===== config.mk =====
export PLATFORM = sky130hd
export DESIGN_NAME = oewc_core
export DESIGN_NICKNAME = d
export VERILOG_FILES = /design/src/include/oewc_pkg.sv /design/src/core/oewc_core.sv /design/src/core/oewc_wait_counter.sv
export SDC_FILE = /design/constraint.sdc
export NUM_CORES = 1
export LEC_CHECK = 0
export BUFFER_PORTS_ARGS = -buffer_cell sky130_fd_sc_hd__clkbuf_2
export CELL_PAD_IN_SITES_DETAIL_PLACEMENT = 1
export CELL_PAD_IN_SITES_GLOBAL_PLACEMENT = 2
export CORE_ASPECT_RATIO = 1.2
export CORE_MARGIN = 2
export CORE_UTILIZATION = 40
export DETAILED_ROUTE_END_ITERATION = 8
export PLACE_DENSITY = 0.92
export SETUP_SLACK_MARGIN = 0.15
export SLEW_MARGIN = 10
export SYNTH_ARGS = -nofsm -noshare
export SYNTH_HDL_FRONTEND = slang
export SYNTH_SLANG_ARGS = --single-unit

===== constraint.sdc =====
create_clock -name mclk -period 3.5 [get_ports mclk]
set_input_delay 0.175 -clock mclk [delete_from_list [all_inputs] [get_ports mclk]]
set_output_delay 0.175 -clock mclk [all_outputs]
set_load 0.01 [all_outputs]

===== src/include/oewc_pkg.sv =====
// package: register map, field layout, reset values and wait counts of the oscillator control
package oewc_pkg;

    // register byte addresses
    localparam logic [15:0] ADDR_SRC = 16'h5060;
    localparam logic [15:0] ADDR_CTL = 16'h5061;
    localparam logic [15:0] ADDR_NFEN = 16'h5062;

    // oscillator control field positions
    localparam int CTL_FAST_EN = 0;
    localparam int CTL_SLOW_EN = 1;
    localparam int CTL_INT_EN = 2;
    localparam int CTL_FAST_WT_LO = 4;
    localparam int CTL_FAST_WT_HI = 5;
    localparam int CTL_INT_WT_LO = 6;
    localparam int CTL_INT_WT_HI = 7;

    // wait circuit enable field positions
    localparam int NFEN_FAST_WCE = 4;
    localparam int NFEN_SLOW_WCE = 5;

    // source select field
    localparam int SRC_LO = 0;
    localparam int SRC_HI = 1;
    localparam logic [1:0] SRC_INT = 2'h0;
    localparam logic [1:0] SRC_SLOW = 2'h1;
    localparam logic [1:0] SRC_FAST = 2'h2;

    // reset values
    localparam logic [1:0] WT_RESET = 2'h0;
    localparam logic WCE_RESET = 1'b1;
    localparam logic SLOW_EN_RESET = 1'b0;
    localparam logic INT_EN_RESET_WITH = 1'b1;
    localparam logic FAST_EN_RESET_WITH = 1'b0;
    localparam logic FAST_EN_RESET_WITHOUT = 1'b1;

    // wait cycle counts in oscillator cycles
    localparam int WAIT_W = 11;
    localparam logic [WAIT_W-1:0] FAST_WAIT_3 = 11'h080;
    localparam logic [WAIT_W-1:0] FAST_WAIT_2 = 11'h100;
    localparam logic [WAIT_W-1:0] FAST_WAIT_1 = 11'h200;
    localparam logic [WAIT_W-1:0] FAST_WAIT_0 = 11'h400;
    localparam logic [WAIT_W-1:0] INT_WAIT_3 = 11'h008;
    localparam logic [WAIT_W-1:0] INT_WAIT_2 = 11'h010;
    localparam logic [WAIT_W-1:0] INT_WAIT_1 = 11'h020;
    localparam logic [WAIT_W-1:0] INT_WAIT_0 = 11'h040;
    localparam logic [WAIT_W-1:0] SLOW_WAIT = 11'h100;

    // register port request carried as one bundle
    typedef struct packed {
        logic [15:0] addr;
        logic [7:0] wdata;
        logic wr;
        logic rd;
    } oewc_bus_t;

endpackage : oewc_pkg


===== src/core/oewc_core.sv =====
// file: oscillator enable, source protection and stabilization wait control with register port
//
// Function
// - fast wait field bits 5-4 pick 128, 256, 512 or 1024 fast cycles.
// - internal wait field bits 7-6 pick 8, 16, 32 or 64 cycles.
// - internal wait field resets to zero, a 64-cycle wait before cpu clock.
// - fast wait field resets to zero, a 1024-cycle wait.
// - internal clock withheld until its selected wait has fully elapsed.
// - fast clock withheld after switch-on until its selected wait has elapsed.
// - fast wait applies only with fast wait-enable set; otherwise clock passes at once.
// - slow clock reaches the system after a fixed 256-cycle wait.
// - bit 2 enables internal oscillator, resets to one; reserved without it.
// - stopping the internal oscillator is ignored while it is the source.
// - bit 1 enables slow oscillator, resets to zero.
// - slow oscillator disable ignored while it is the system source.
// - bit 0 enables fast oscillator; reset one without internal, zero with it.
// - fast oscillator disable ignored while it is the system source.
// - wait-enable register: slow bit 5, fast bit 4, both reset one.
// - slow wait-enable set gives 256-cycle wait; clear gives none.
// - source change to a stopped oscillator is refused, field unchanged.
//
// The plain strobed port is this design's own decision.
`timescale 1ns/100ps
module oewc_core
    import oewc_pkg::*;
#(
    parameter bit HAS_INTERNAL_OSC = 1'b1
) (
    input wire logic mclk,
    input wire logic resetn,
    input wire oewc_bus_t busReq,
    output logic [7:0] busRdata,
    input wire logic fastOscClkPin,
    input wire logic slowOscClkPin,
    input wire logic intOscClkPin,
    output logic fastOscEnable,
    output logic slowOscEnable,
    output logic intOscEnable,
    output logic fastClockValid,
    output logic slowClockValid,
    output logic intClockValid,
    output logic [1:0] sysClockSource,
    output logic sysClockReady
);

    // variant-dependent reset values, constant at elaboration
    localparam logic FAST_EN_RESET = HAS_INTERNAL_OSC ? FAST_EN_RESET_WITH : FAST_EN_RESET_WITHOUT;
    localparam logic INT_EN_RESET = HAS_INTERNAL_OSC ? INT_EN_RESET_WITH : 1'b0;
    localparam logic [1:0] SRC_RESET = HAS_INTERNAL_OSC ? SRC_INT : SRC_FAST;

    logic fastEn_q;
    logic slowEn_q;
    logic intEn_q;
    logic [1:0] fastWt_q;
    logic [1:0] intWt_q;
    logic fastWce_q;
    logic slowWce_q;
    logic [1:0] src_q;
    logic [7:0] rdata_q;
    logic wrCtl;
    logic wrNfen;
    logic wrSrc;
    logic [1:0] srcReq;
    logic srcAllowed;
    logic [WAIT_W-1:0] fastWaitCycles;
    logic [WAIT_W-1:0] intWaitCycles;
    logic [7:0] ctlView;
    logic [7:0] nfenView;
    logic [7:0] srcView;

    // write decode; a strobe to any other address touches nothing
    assign wrCtl = busReq.wr && (busReq.addr == ADDR_CTL);
    assign wrNfen = busReq.wr && (busReq.addr == ADDR_NFEN);
    assign wrSrc = busReq.wr && (busReq.addr == ADDR_SRC);
    assign srcReq = busReq.wdata[SRC_HI:SRC_LO];

    // source change is legal only toward a running oscillator and a defined code
    always_comb begin
        unique case (srcReq)
            SRC_INT: srcAllowed = HAS_INTERNAL_OSC && intEn_q;
            SRC_SLOW: srcAllowed = slowEn_q;
            SRC_FAST: srcAllowed = fastEn_q;
            default: srcAllowed = 1'b0;
        endcase
    end

    // system clock source select
    always_ff @(posedge mclk or negedge resetn) begin
        if (!resetn) begin
            src_q <= SRC_RESET;
        end else if (wrSrc && srcAllowed) begin
            src_q <= srcReq;
        end
    end

    // fast oscillator enable; the active source cannot be turned off
    always_ff @(posedge mclk or negedge resetn) begin
        if (!resetn) begin
            fastEn_q <= FAST_EN_RESET;
        end else if (wrCtl) begin
            fastEn_q <= busReq.wdata[CTL_FAST_EN] | (src_q == SRC_FAST);
        end
    end

    // slow oscillator enable
    always_ff @(posedge mclk or negedge resetn) begin
        if (!resetn) begin
            slowEn_q <= SLOW_EN_RESET;
        end else if (wrCtl) begin
            slowEn_q <= busReq.wdata[CTL_SLOW_EN] | (src_q == SRC_SLOW);
        end
    end

    // internal oscillator enable; tied off on the variant that lacks it
    always_ff @(posedge mclk or negedge resetn) begin
        if (!resetn) begin
            intEn_q <= INT_EN_RESET;
        end else if (wrCtl && HAS_INTERNAL_OSC) begin
            intEn_q <= busReq.wdata[CTL_INT_EN] | (src_q == SRC_INT);
        end
    end

    // wait select fields
    always_ff @(posedge mclk or negedge resetn) begin
        if (!resetn) begin
            fastWt_q <= WT_RESET;
            intWt_q <= WT_RESET;
        end else if (wrCtl) begin
            fastWt_q <= busReq.wdata[CTL_FAST_WT_HI:CTL_FAST_WT_LO];
            if (HAS_INTERNAL_OSC) begin
                intWt_q <= busReq.wdata[CTL_INT_WT_HI:CTL_INT_WT_LO];
            end
        end
    end

    // wait circuit enables; a cleared bit suits an already stable external clock
    always_ff @(posedge mclk or negedge resetn) begin
        if (!resetn) begin
            fastWce_q <= WCE_RESET;
            slowWce_q <= WCE_RESET;
        end else if (wrNfen) begin
            fastWce_q <= busReq.wdata[NFEN_FAST_WCE];
            slowWce_q <= busReq.wdata[NFEN_SLOW_WCE];
        end
    end

    // wait code to cycle count
    always_comb begin
        unique case (fastWt_q)
            2'h3: fastWaitCycles = FAST_WAIT_3;
            2'h2: fastWaitCycles = FAST_WAIT_2;
            2'h1: fastWaitCycles = FAST_WAIT_1;
            2'h0: fastWaitCycles = FAST_WAIT_0;
        endcase
    end

    always_comb begin
        unique case (intWt_q)
            2'h3: intWaitCycles = INT_WAIT_3;
            2'h2: intWaitCycles = INT_WAIT_2;
            2'h1: intWaitCycles = INT_WAIT_1;
            2'h0: intWaitCycles = INT_WAIT_0;
        endcase
    end

    // read views; reserved positions are built as zero, so writes to them vanish
    always_comb begin
        ctlView = 8'h00;
        ctlView[CTL_FAST_EN] = fastEn_q;
        ctlView[CTL_SLOW_EN] = slowEn_q;
        ctlView[CTL_INT_EN] = HAS_INTERNAL_OSC & intEn_q;
        ctlView[CTL_FAST_WT_HI:CTL_FAST_WT_LO] = fastWt_q;
        ctlView[CTL_INT_WT_HI:CTL_INT_WT_LO] = HAS_INTERNAL_OSC ? intWt_q : 2'h0;
        nfenView = 8'h00;
        nfenView[NFEN_FAST_WCE] = fastWce_q;
        nfenView[NFEN_SLOW_WCE] = slowWce_q;
        srcView = 8'h00;
        srcView[SRC_HI:SRC_LO] = src_q;
    end

    // read data stand only in the cycle after the strobe; unmapped reads give zero
    always_ff @(posedge mclk or negedge resetn) begin
        if (!resetn) begin
            rdata_q <= 8'h00;
        end else if (busReq.rd) begin
            unique case (busReq.addr)
                ADDR_CTL: rdata_q <= ctlView;
                ADDR_NFEN: rdata_q <= nfenView;
                ADDR_SRC: rdata_q <= srcView;
                default: rdata_q <= 8'h00;
            endcase
        end else begin
            rdata_q <= 8'h00;
        end
    end

    assign busRdata = rdata_q;
    assign fastOscEnable = fastEn_q;
    assign slowOscEnable = slowEn_q;
    assign intOscEnable = HAS_INTERNAL_OSC & intEn_q;
    assign sysClockSource = src_q;

    // one wait counter per oscillator, each counting its own sampled clock
    oewc_wait_counter fastWait (
        .mclk(mclk),
        .resetn(resetn),
        .oscEnable(fastOscEnable),
        .oscClkPin(fastOscClkPin),
        .waitEnable(fastWce_q),
        .waitCycles(fastWaitCycles),
        .clockValid(fastClockValid)
    );

    oewc_wait_counter slowWait (
        .mclk(mclk),
        .resetn(resetn),
        .oscEnable(slowOscEnable),
        .oscClkPin(slowOscClkPin),
        .waitEnable(slowWce_q),
        .waitCycles(SLOW_WAIT),
        .clockValid(slowClockValid)
    );

    // the internal counter has no wait bypass: its wait always applies
    oewc_wait_counter intWait (
        .mclk(mclk),
        .resetn(resetn),
        .oscEnable(intOscEnable),
        .oscClkPin(intOscClkPin),
        .waitEnable(1'b1),
        .waitCycles(intWaitCycles),
        .clockValid(intClockValid)
    );

    // cpu clock is ready only when the selected source has passed its wait
    always_comb begin
        unique case (src_q)
            SRC_INT: sysClockReady = intClockValid;
            SRC_SLOW: sysClockReady = slowClockValid;
            SRC_FAST: sysClockReady = fastClockValid;
            default: sysClockReady = 1'b0;
        endcase
    end

    // helper: marks the first cycle after reset release
    logic firstCycle_q;
    always_ff @(posedge mclk or negedge resetn) begin
        if (!resetn) begin
            firstCycle_q <= 1'b1;
        end else begin
            firstCycle_q <= 1'b0;
        end
    end

    fast_wait_code_a: assert property (@(posedge mclk) disable iff (!resetn)
        (fastWt_q == 2'h3) |-> (fastWaitCycles == 11'h080 && fastWaitCycles != FAST_WAIT_0))
        else $error("fast wait code 3 does not give 128 cycles");

    int_wait_code_a: assert property (@(posedge mclk) disable iff (!resetn)
        (intWt_q == 2'h0) |-> (intWaitCycles == 11'h040))
        else $error("internal wait code 0 does not give 64 cycles");

    int_wait_reset_a: assert property (@(posedge mclk) disable iff (!resetn)
        firstCycle_q |-> (intWt_q == 2'h0 && intWaitCycles == 11'h040))
        else $error("internal wait not 64 cycles after reset");

    fast_wait_reset_a: assert property (@(posedge mclk) disable iff (!resetn)
        firstCycle_q |-> (fastWt_q == 2'h0 && fastWaitCycles == 11'h400))
        else $error("fast wait not 1024 cycles after reset");

    int_wait_hold_a: assert property (@(posedge mclk) disable iff (!resetn)
        $rose(intOscEnable) |-> (!intClockValid) [*8])
        else $error("internal clock valid before its wait");

    fast_wait_hold_a: assert property (@(posedge mclk) disable iff (!resetn)
        ($rose(fastOscEnable) && fastWce_q) |-> (!fastClockValid) [*8])
        else $error("fast clock valid before its wait");

    fast_bypass_a: assert property (@(posedge mclk) disable iff (!resetn)
        (fastOscEnable && $past(fastOscEnable) && !fastWce_q) |=> fastClockValid)
        else $error("fast clock not passed with wait disabled");

    slow_wait_hold_a: assert property (@(posedge mclk) disable iff (!resetn)
        ($rose(slowOscEnable) && slowWce_q) |-> (!slowClockValid) [*8])
        else $error("slow clock valid before its wait");

    int_source_keep_a: assert property (@(posedge mclk) disable iff (!resetn)
        (HAS_INTERNAL_OSC && src_q == SRC_INT) |-> intOscEnable)
        else $error("internal oscillator stopped while it is the source");

    slow_source_keep_a: assert property (@(posedge mclk) disable iff (!resetn)
        (src_q == SRC_SLOW) |-> slowOscEnable)
        else $error("slow oscillator stopped while it is the source");

    fast_source_keep_a: assert property (@(posedge mclk) disable iff (!resetn)
        (src_q == SRC_FAST) |-> fastOscEnable)
        else $error("fast oscillator stopped while it is the source");

    wce_read_a: assert property (@(posedge mclk) disable iff (!resetn)
        (busReq.rd && busReq.addr == ADDR_NFEN) |=>
            (busRdata[3:0] == 4'h0 && busRdata[7:6] == 2'h0 &&
             busRdata[5] == $past(slowWce_q) && busRdata[4] == $past(fastWce_q)))
        else $error("wait-enable read value wrong");

    slow_bypass_a: assert property (@(posedge mclk) disable iff (!resetn)
        (slowOscEnable && $past(slowOscEnable) && !slowWce_q) |=> slowClockValid)
        else $error("slow clock not passed with wait disabled");

    src_refuse_a: assert property (@(posedge mclk) disable iff (!resetn)
        (wrSrc && !srcAllowed) |=> $stable(src_q))
        else $error("source changed to a stopped oscillator");

    ctl_reserved_a: assert property (@(posedge mclk) disable iff (!resetn)
        (busReq.rd && busReq.addr == ADDR_CTL) |=> (busRdata[3] == 1'b0))
        else $error("reserved control bit reads nonzero");

    fast_wait_mid_a: assert property (@(posedge mclk) disable iff (!resetn)
        ((fastWt_q != 2'h2) || (fastWaitCycles == 11'h100)) &&
        ((fastWt_q != 2'h1) || (fastWaitCycles == 11'h200)))
        else $error("fast wait code 2 or 1 gives a wrong count");

    int_wait_short_a: assert property (@(posedge mclk) disable iff (!resetn)
        ((intWt_q != 2'h3) || (intWaitCycles == 11'h008)) &&
        ((intWt_q != 2'h2) || (intWaitCycles == 11'h010)) &&
        ((intWt_q != 2'h1) || (intWaitCycles == 11'h020)))
        else $error("internal wait code 3, 2 or 1 gives a wrong count");

    src_code_legal_a: assert property (@(posedge mclk) disable iff (!resetn)
        (src_q != 2'h3) && (HAS_INTERNAL_OSC || (src_q != SRC_INT)))
        else $error("source select holds a code that must be refused");

    noint_reserved_a: assert property (@(posedge mclk) disable iff (!resetn)
        (!HAS_INTERNAL_OSC && busReq.rd && busReq.addr == ADDR_CTL) |=>
            (busRdata[7:6] == 2'h0 && busRdata[2] == 1'b0 && !intOscEnable))
        else $error("internal oscillator bits not reserved without that oscillator");

    fast_wait_done_c: cover property (@(posedge mclk) disable iff (!resetn)
        fastOscEnable && fastWce_q ##1 $rose(fastClockValid));

    src_change_c: cover property (@(posedge mclk) disable iff (!resetn)
        wrSrc && srcAllowed && (srcReq != src_q));

    src_refused_c: cover property (@(posedge mclk) disable iff (!resetn)
        wrSrc && !srcAllowed);

    disable_ignored_c: cover property (@(posedge mclk) disable iff (!resetn)
        wrCtl && (src_q == SRC_SLOW) && !busReq.wdata[CTL_SLOW_EN]);

    slow_wait_done_c: cover property (@(posedge mclk) disable iff (!resetn)
        slowOscEnable && slowWce_q ##1 $rose(slowClockValid));

endmodule : oewc_core


===== src/core/oewc_wait_counter.sv =====
// file: stabilization wait counter for one oscillator, counting its sampled clock edges
`timescale 1ns/100ps
module oewc_wait_counter
    import oewc_pkg::*;
(
    input wire logic mclk,
    input wire logic resetn,
    input wire logic oscEnable,
    input wire logic oscClkPin,
    input wire logic waitEnable,
    input wire logic [WAIT_W-1:0] waitCycles,
    output logic clockValid
);

    logic syncA_q;
    logic syncB_q;
    logic syncC_q;
    logic enPrev_q;
    logic [WAIT_W-1:0] count_q;
    logic oscEdge;
    logic enRise;

    // two-stage synchronizer; syncB and its delayed copy syncC feed the edge detector
    always_ff @(posedge mclk or negedge resetn) begin
        if (!resetn) begin
            syncA_q <= 1'b0;
            syncB_q <= 1'b0;
            syncC_q <= 1'b0;
        end else begin
            syncA_q <= oscClkPin;
            syncB_q <= syncA_q;
            syncC_q <= syncB_q;
        end
    end

    assign oscEdge = syncB_q & ~syncC_q;
    assign enRise = oscEnable & ~enPrev_q;

    // enable history for restart detection
    always_ff @(posedge mclk or negedge resetn) begin
        if (!resetn) begin
            enPrev_q <= 1'b0;
        end else begin
            enPrev_q <= oscEnable;
        end
    end

    // restart at every switch-on, then count oscillator edges up to the target
    always_ff @(posedge mclk or negedge resetn) begin
        if (!resetn) begin
            count_q <= '0;
        end else if (enRise) begin
            count_q <= '0;
        end else if (oscEnable && oscEdge && (count_q < waitCycles)) begin
            count_q <= count_q + 11'h001;
        end
    end

    // valid is held low during the switch-on cycle so a stale count cannot leak through
    always_ff @(posedge mclk or negedge resetn) begin
        if (!resetn) begin
            clockValid <= 1'b0;
        end else begin
            clockValid <= oscEnable & enPrev_q & (~waitEnable | (count_q >= waitCycles));
        end
    end

endmodule : oewc_wait_counter


==> impl_metrics.yaml, run 1 <==
synth:
  synth_area_leaders: "dfrtp_1 47%, ha_1 5.2%, mux2i_1 3.0%"
  syn_nets: 356
  synth_flop_cell: "dfrtp_1"
  yosysSeqAreaShare_pct: 49.0
  syn_area_per_cell_um2: 10.9
  async_reset_ff_share_pct: 100
  yosys.area.top_type: "dfrtp_1"
  synth_edf_count: 0
  ys_seq_elements: 66
  synth_cells: 311
  synth_cell_types: 55
  syn_area_um2: 3380
  yosysWarningCount: 0
  synth_top_area_share_pct: 46.7
cts:
  clkLatencyLatePin_ns: 0.35
  post_cts_buffers: 0
  cts_tree: "built"
  cts_inserted_buffers: 9
  clkSlewWorstSetupHoldPaths_ns: 0.08
  cts_root_buf: "clkbuf_8"
  htreeDepth: 3
  clk_path_buf_depth: 2
  cts.sinks: 66
sta:
  layout_min_cycle_time_ns: 2.42
  worst_pin_slew_ns: 0.657
  rsz0062_at_grt: "false"
  holdWs_ns: 0.0344
  finalSetupViolCount: 0
  slew_headroom_pct: 56.0
  finalCritPeriodShare_pct: 69.0
  fin_tns_setup_ns: 0
  maxSlewViolCount: 0
  max_freq_mhz: 414
  report.final.hold_viol_count: 0
  clock_skew_ns: 0.0137
drt:
  vias_per_cell: 5.38
  num_vias: 2584
  drtPass1Iterations: 4
  drc_errors: 0
  avgRoutedWirePerCell_um: 15.8
  wl_um: 7580
  drt_iter0_drc: 55
  antenna_left: 0
floorplan:
  io_pins: 48
  row_count: 36
  coreArea_um2: 8150
  die_h_um: 105
  initial_core_util_pct: 41.4
  dieArea_um2: 9190
  die_width_um: 87.9
critical_path:
  criticalPathCategory: "reg2reg"
  required_ns: 3.77
  reg2reg_depth: 6
  crit_arrival_ns: 2.69
  crit_start: "fastWt_q[1]"
  crit_path_start_kind: "flip-flop"
  r2r_start: "fastWt_q[1]"
  critPathMaxFanout: 6
  cp-end-kind: "flip-flop"
hold_path:
  hp-class: "in2reg"
  holdCritStartpoint: "busReq[9]"
  hold-path-cell-count: 2
finish:
  drive_gt1_share_pct: 21.9
  layout_commonest_cell: "dfrtp_1"
  layout_common_cells: "63 x dfrtp_1, 44 x clkbuf_2, 26 x nand2_1"
  nFillCells: 927
  multiInputGateArea_um2: 1610
  nNetsFinal: 406
  area_growth_pct: 17.3
  regArea_um2: 1660
  diodes: 0
placed_design:
  dp_hpwl_um: 5530
  gp_congestion: 0.774
  port_buffers: 45
run:
  maxCapViolations: 0
global_routing:
  antenna_found_initial: 0
  grt_start_max_net_pins: 41
  grt_pass1_vias: 2757
  grt_pass1_wl_um: 12900
  gr-total-overflow: 0
  grtUsageTotal_pct: 17.9
power_and_ir_drop:
  vdd_ir_drop_max_mv: 0.201
  total_power_mw: 1.74
  p_leak_nw: 1.96
  power.density_nw_per_um2: 439
status:
  status: "finished clean"
## metal layers
layer  GRT usage (%)  vias to the layer above  routed length, um
li1                -                     1238                  -
met1            21.3                     1303               3270
met2            31.4                       31               3990
met3            2.92                       12                161
met4            7.36                        0                159
met5               0                        -                  0
## worst paths after layout
check | end | slack (ns)
worst max register to register | fastWait.count_q[8] | 1.09
worst min register to register | fastWait.syncB_q | 0.35
min in group asynchronous | fastWait.count_q[3] | 0.37
worst min-delay path | intWt_q[1] | 0.03
max in group asynchronous | intWait.syncA_q | 2.17
worst max-delay path | fastWait.count_q[8] | 1.09
## state kept, by name, summed over array words and instances, names as in the netlist, 2 cells and up
| name | count |
|---|---|
| fastWait.count_q | 11 |
| intWait.count_q | 11 |
| slowWait.count_q | 11 |
| busRdata | 7 |
| fastWt_q | 2 |
| intWt_q | 2 |
| sysClockSource | 2 |
## power breakdown
| group | switching [mW] | internal [mW] |
|---|---|---|
| sequential | 0.0365 | 0.798 |
| combinational | 0.0669 | 0.0560 |
| clock | 0.310 | 0.473 |
## critical path: stages (launching register included)
cell and delay [ns]:
dfrtp_1 0.42, or2_2 0.32, ha_1 0.34, a21oi_1 0.39
nand4_2 0.24, or4_1 0.46, a21oi_1 0.17
## area by class of cell
type | instances | area share, %
sequential | 66 | 41.8
multi-input combinational | 223 | 40.6
timing repair buffer | 50 | 6.89
tap | 114 | 3.60
clock buffer | 9 | 3.13
clock inverter | 7 | 2.97
inverter | 11 | 1.04
## timing repair
action,CTS,global route
endpoints found under the hold margin,26,0
gates resized for setup,0,0
hold buffers,4,0
## cell usage after synthesis (6+ instances only)
| library cell | instances |
|---|---|
| a21oi_1 | 12 |
| and2_1 | 10 |
| and4_1 | 6 |
| dfrtp_1 | 63 |
| ha_1 | 14 |
| inv_1 | 11 |
| mux2_1 | 6 |
| mux2i_1 | 10 |
| nand2_1 | 26 |
| nand2b_1 | 11 |
| nand3_1 | 8 |
| nand4_1 | 13 |
| nor2_1 | 13 |
| nor2b_1 | 8 |
| o31ai_1 | 10 |
| or4_1 | 7 |
## cell families (layout without fill, tap and decap cells)
| kind of cell | Yosys count | count (layout) | share of synthesized area (%) |
|---|---|---|---|
| XOR/XNOR | 6 | 6 | 1.56 |
| AND/OR/NAND/NOR | 137 | 137 | 25.2 |
| buffers and inverters | 22 | 77 | 3.34 |
| AO/OA/AOI/OAI | 45 | 45 | 9.27 |
| flip-flops | 66 | 66 | 49.0 |
| other | 1 | 1 | 0.111 |
| multiplexers | 20 | 20 | 6.30 |
| adder cells (fa/ha/maj) | 14 | 14 | 5.19 |
## through the flow
step	util, %	cell area (um2)	cells	worst slack (ns)
2_1_floorplan	-	3380	311	1.46
3_3_place_gp	45.1	3680	460	1.18
3_5_place_dp	45.1	3680	460	1.11
4_1_cts	48.6	3960	480	1.09
5_1_grt	48.6	3960	480	0.916
6_report	48.6	3960	480	1.09
Power figures use the tool's default switching activity.
==> run 2: changes to the inputs <==
--- a/config.mk
+++ b/config.mk
@@ -10,9 +10,9 @@
 export CELL_PAD_IN_SITES_GLOBAL_PLACEMENT = 2
 export CORE_ASPECT_RATIO = 1.2
 export CORE_MARGIN = 2
-export CORE_UTILIZATION = 40
+export CORE_UTILIZATION = 37
 export DETAILED_ROUTE_END_ITERATION = 8
-export PLACE_DENSITY = 0.92
+export PLACE_DENSITY = 0.86
 export SETUP_SLACK_MARGIN = 0.15
 export SLEW_MARGIN = 10
 export SYNTH_ARGS = -nofsm -noshare
==> constraint.sdc (replaced) <==
create_clock -name mclk -period 2.4 [get_ports mclk]
set_input_delay 0.12 -clock mclk [delete_from_list [all_inputs] [get_ports mclk]]
set_output_delay 0.12 -clock mclk [all_outputs]
set_load 0.01 [all_outputs]
==> run 2 against run 1 <==
Critical path depth unchanged; cell area increased by 2.2%; clock power increased by 35%; non-clock buffer count increased by 5; worst setup slack got worse by 0.81 ns; combinational power increased by 51%; first-iteration DRC count increased by 16%; via count decreased by 0.66%; die area increased by 7.8%; critical path type unchanged; critical endpoint is now fastWait.count_q[4].
==> impl_metrics.yaml, run 2 (synthesis gave the netlist of run 1 again) <==
status:
  status: "finished clean"
power_and_ir_drop:
  vdd_ir_drop_max_mv: 0.430
  p_leak_nw: 1.97
  power.density_nw_per_um2: 607
  total_power_mw: 2.46
drt:
  avgRoutedWirePerCell_um: 15.7
  drtPass1Iterations: 4
  wl_um: 7700
  num_vias: 2567
  antenna_left: 0
  drt_iter0_drc: 64
  drc_errors: 0
  vias_per_cell: 5.23
run:
  maxCapViolations: 0
floorplan:
  coreArea_um2: 8940
  die_h_um: 109
  initial_core_util_pct: 37.8
  row_count: 38
  die_width_um: 91.2
  io_pins: 48
  dieArea_um2: 9910
finish:
  diodes: 0
  layout_commonest_cell: "dfrtp_1"
  nNetsFinal: 411
  layout_common_cells: "63 x dfrtp_1, 44 x clkbuf_2, 26 x nand2_1"
  area_growth_pct: 19.9
  drive_gt1_share_pct: 23.2
  top_regs: "fastWait.count_q: 11 flops, intWait.count_q: 11 flops, slowWait.count_q: 11 flops"
  stdcell_area_um2: 4050
critical_path:
  reg2reg_depth: 6
  rrSetupSlack_ns: 0.28
  critPathMaxFanout: 18
  criticalPathCategory: "reg2reg"
  required_ns: 2.66
  r2r_start: "fastWt_q[0]"
  cp-end-kind: "flip-flop"
  crit_path_start_kind: "flip-flop"
  crit_arrival_ns: 2.38
  r2r_end: "fastWait.count_q[4]"
  crit_start: "fastWt_q[0]"
global_routing:
  antenna_found_initial: 0
  gr-total-overflow: 0
  grtUsageTotal_pct: 16.4
  grt_pass1_wl_um: 12800
  grt_pass1_vias: 2706
  grt_start_max_net_pins: 67
cts:
  clk_path_buf_depth: 2
  cts_root_buf: "clkbuf_8"
  clkLatencyLatePin_ns: 0.34
  cts.sinks: 66
  cts_inserted_buffers: 9
  clkSlewWorstSetupHoldPaths_ns: 0.07
  htreeDepth: 3
  cts_tree: "built"
placed_design:
  port_buffers: 45
  placed_cell_area_um2: 3720
  gp_congestion: 0.855
  pre_cts_ws_ns: 0.150
  dp_hpwl_um: 5540
sta:
  finalCritPeriodShare_pct: 88.4
  max_freq_mhz: 471
  slew_headroom_pct: 56.7
  holdWs_ns: 0.0274
  rsz0062_at_grt: "false"
  worst_pin_slew_ns: 0.649
  layout_min_cycle_time_ns: 2.12
  worst_slack_ns: 0.278
  report.final.hold_viol_count: 0
  maxSlewViolCount: 0
  clock_skew_ns: 0.00634
  finalSetupViolCount: 0
  fin_tns_setup_ns: 0
hold_path:
  hold-path-cell-count: 2
  holdCritStartpoint: "busReq[7]"
  hp-class: "in2reg"
  hold_end: "fastWt_q[1]"
[run 2: cell types whose count changed in the layout (fill, tap and decap cells not counted), sizes merged]
cell / before / now
bufinv: 3 / 2
clkbuf: 53 / 56
dlygate4sd3: 4 / 6
buf: 2 / 5
clkinv: 4 / 2
[run 2: how the worst max path moves through the flow]
stage / end / cells past startpoint / slack, ns
floorplan: fastWait.count_q[8] / 6 / 0.36
detailed placement: fastWait.count_q[4] / 6 / 0.15
CTS: fastWait.count_q[4] / 6 / 0.20
finish: fastWait.count_q[4] / 6 / 0.28
global placement: fastWait.count_q[9] / 6 / 0.25
global route: fastWait.count_q[4] / 6 / 0.16
[run 2: cell type report]
class | count | area (um2)
Timing Repair Buffer | 55 | 328
Clock inverter | 4 | 73.8
Tap cell | 120 | 150
Sequential cell | 66 | 1660
Fill cell | 1047 | 4890
Inverter | 11 | 41.3
Clock buffer | 12 | 155
Multi-Input combinational cell | 223 | 1640
[run 2: power breakdown]
part	internal, mW	leakage, nW	switching (mW)
clock network	0.642	0.117	0.419
logic	0.0865	0.988	0.0993
registers	1.16	0.867	0.0483
[run 2: stage by stage]
step,utilization [%],instances
after global routing,45.3,491
after detailed placement,41.6,469
final,45.3,491
after floorplan,-,311
after CTS,44.9,491
after global placement,41.6,469
[run 2: worst max-delay path, stage by stage (launching register included)]
cell,delay [ns]
dfrtp_1,0.44
nand2b_1,0.18
ha_1,0.28
nor2b_1,0.16
o211a_4,0.31
or4_1,0.52
a21oi_1,0.17
[run 2: routing by layer]
metal | vias to the layer above | part of all wire, % | track usage [%]
met5 | - | 0 | 0
met4 | 0 | 1.7 | 8.77
met3 | 9 | 1.5 | 2.07
met2 | 23 | 54 | 29.4
met1 | 1283 | 43 | 19.4
li1 | 1252 | - | -
[run 2: what timing repair did]
| action | in CTS | in global routing |
|---|---|---|
| gates resized for setup | 2 | 5 |
| endpoints found under the setup margin | 1 | 8 |
| buffers inserted | 0 | 0 |
| hold buffers | 6 | 0 |
| hold endpoints to repair | 68 | 0 |
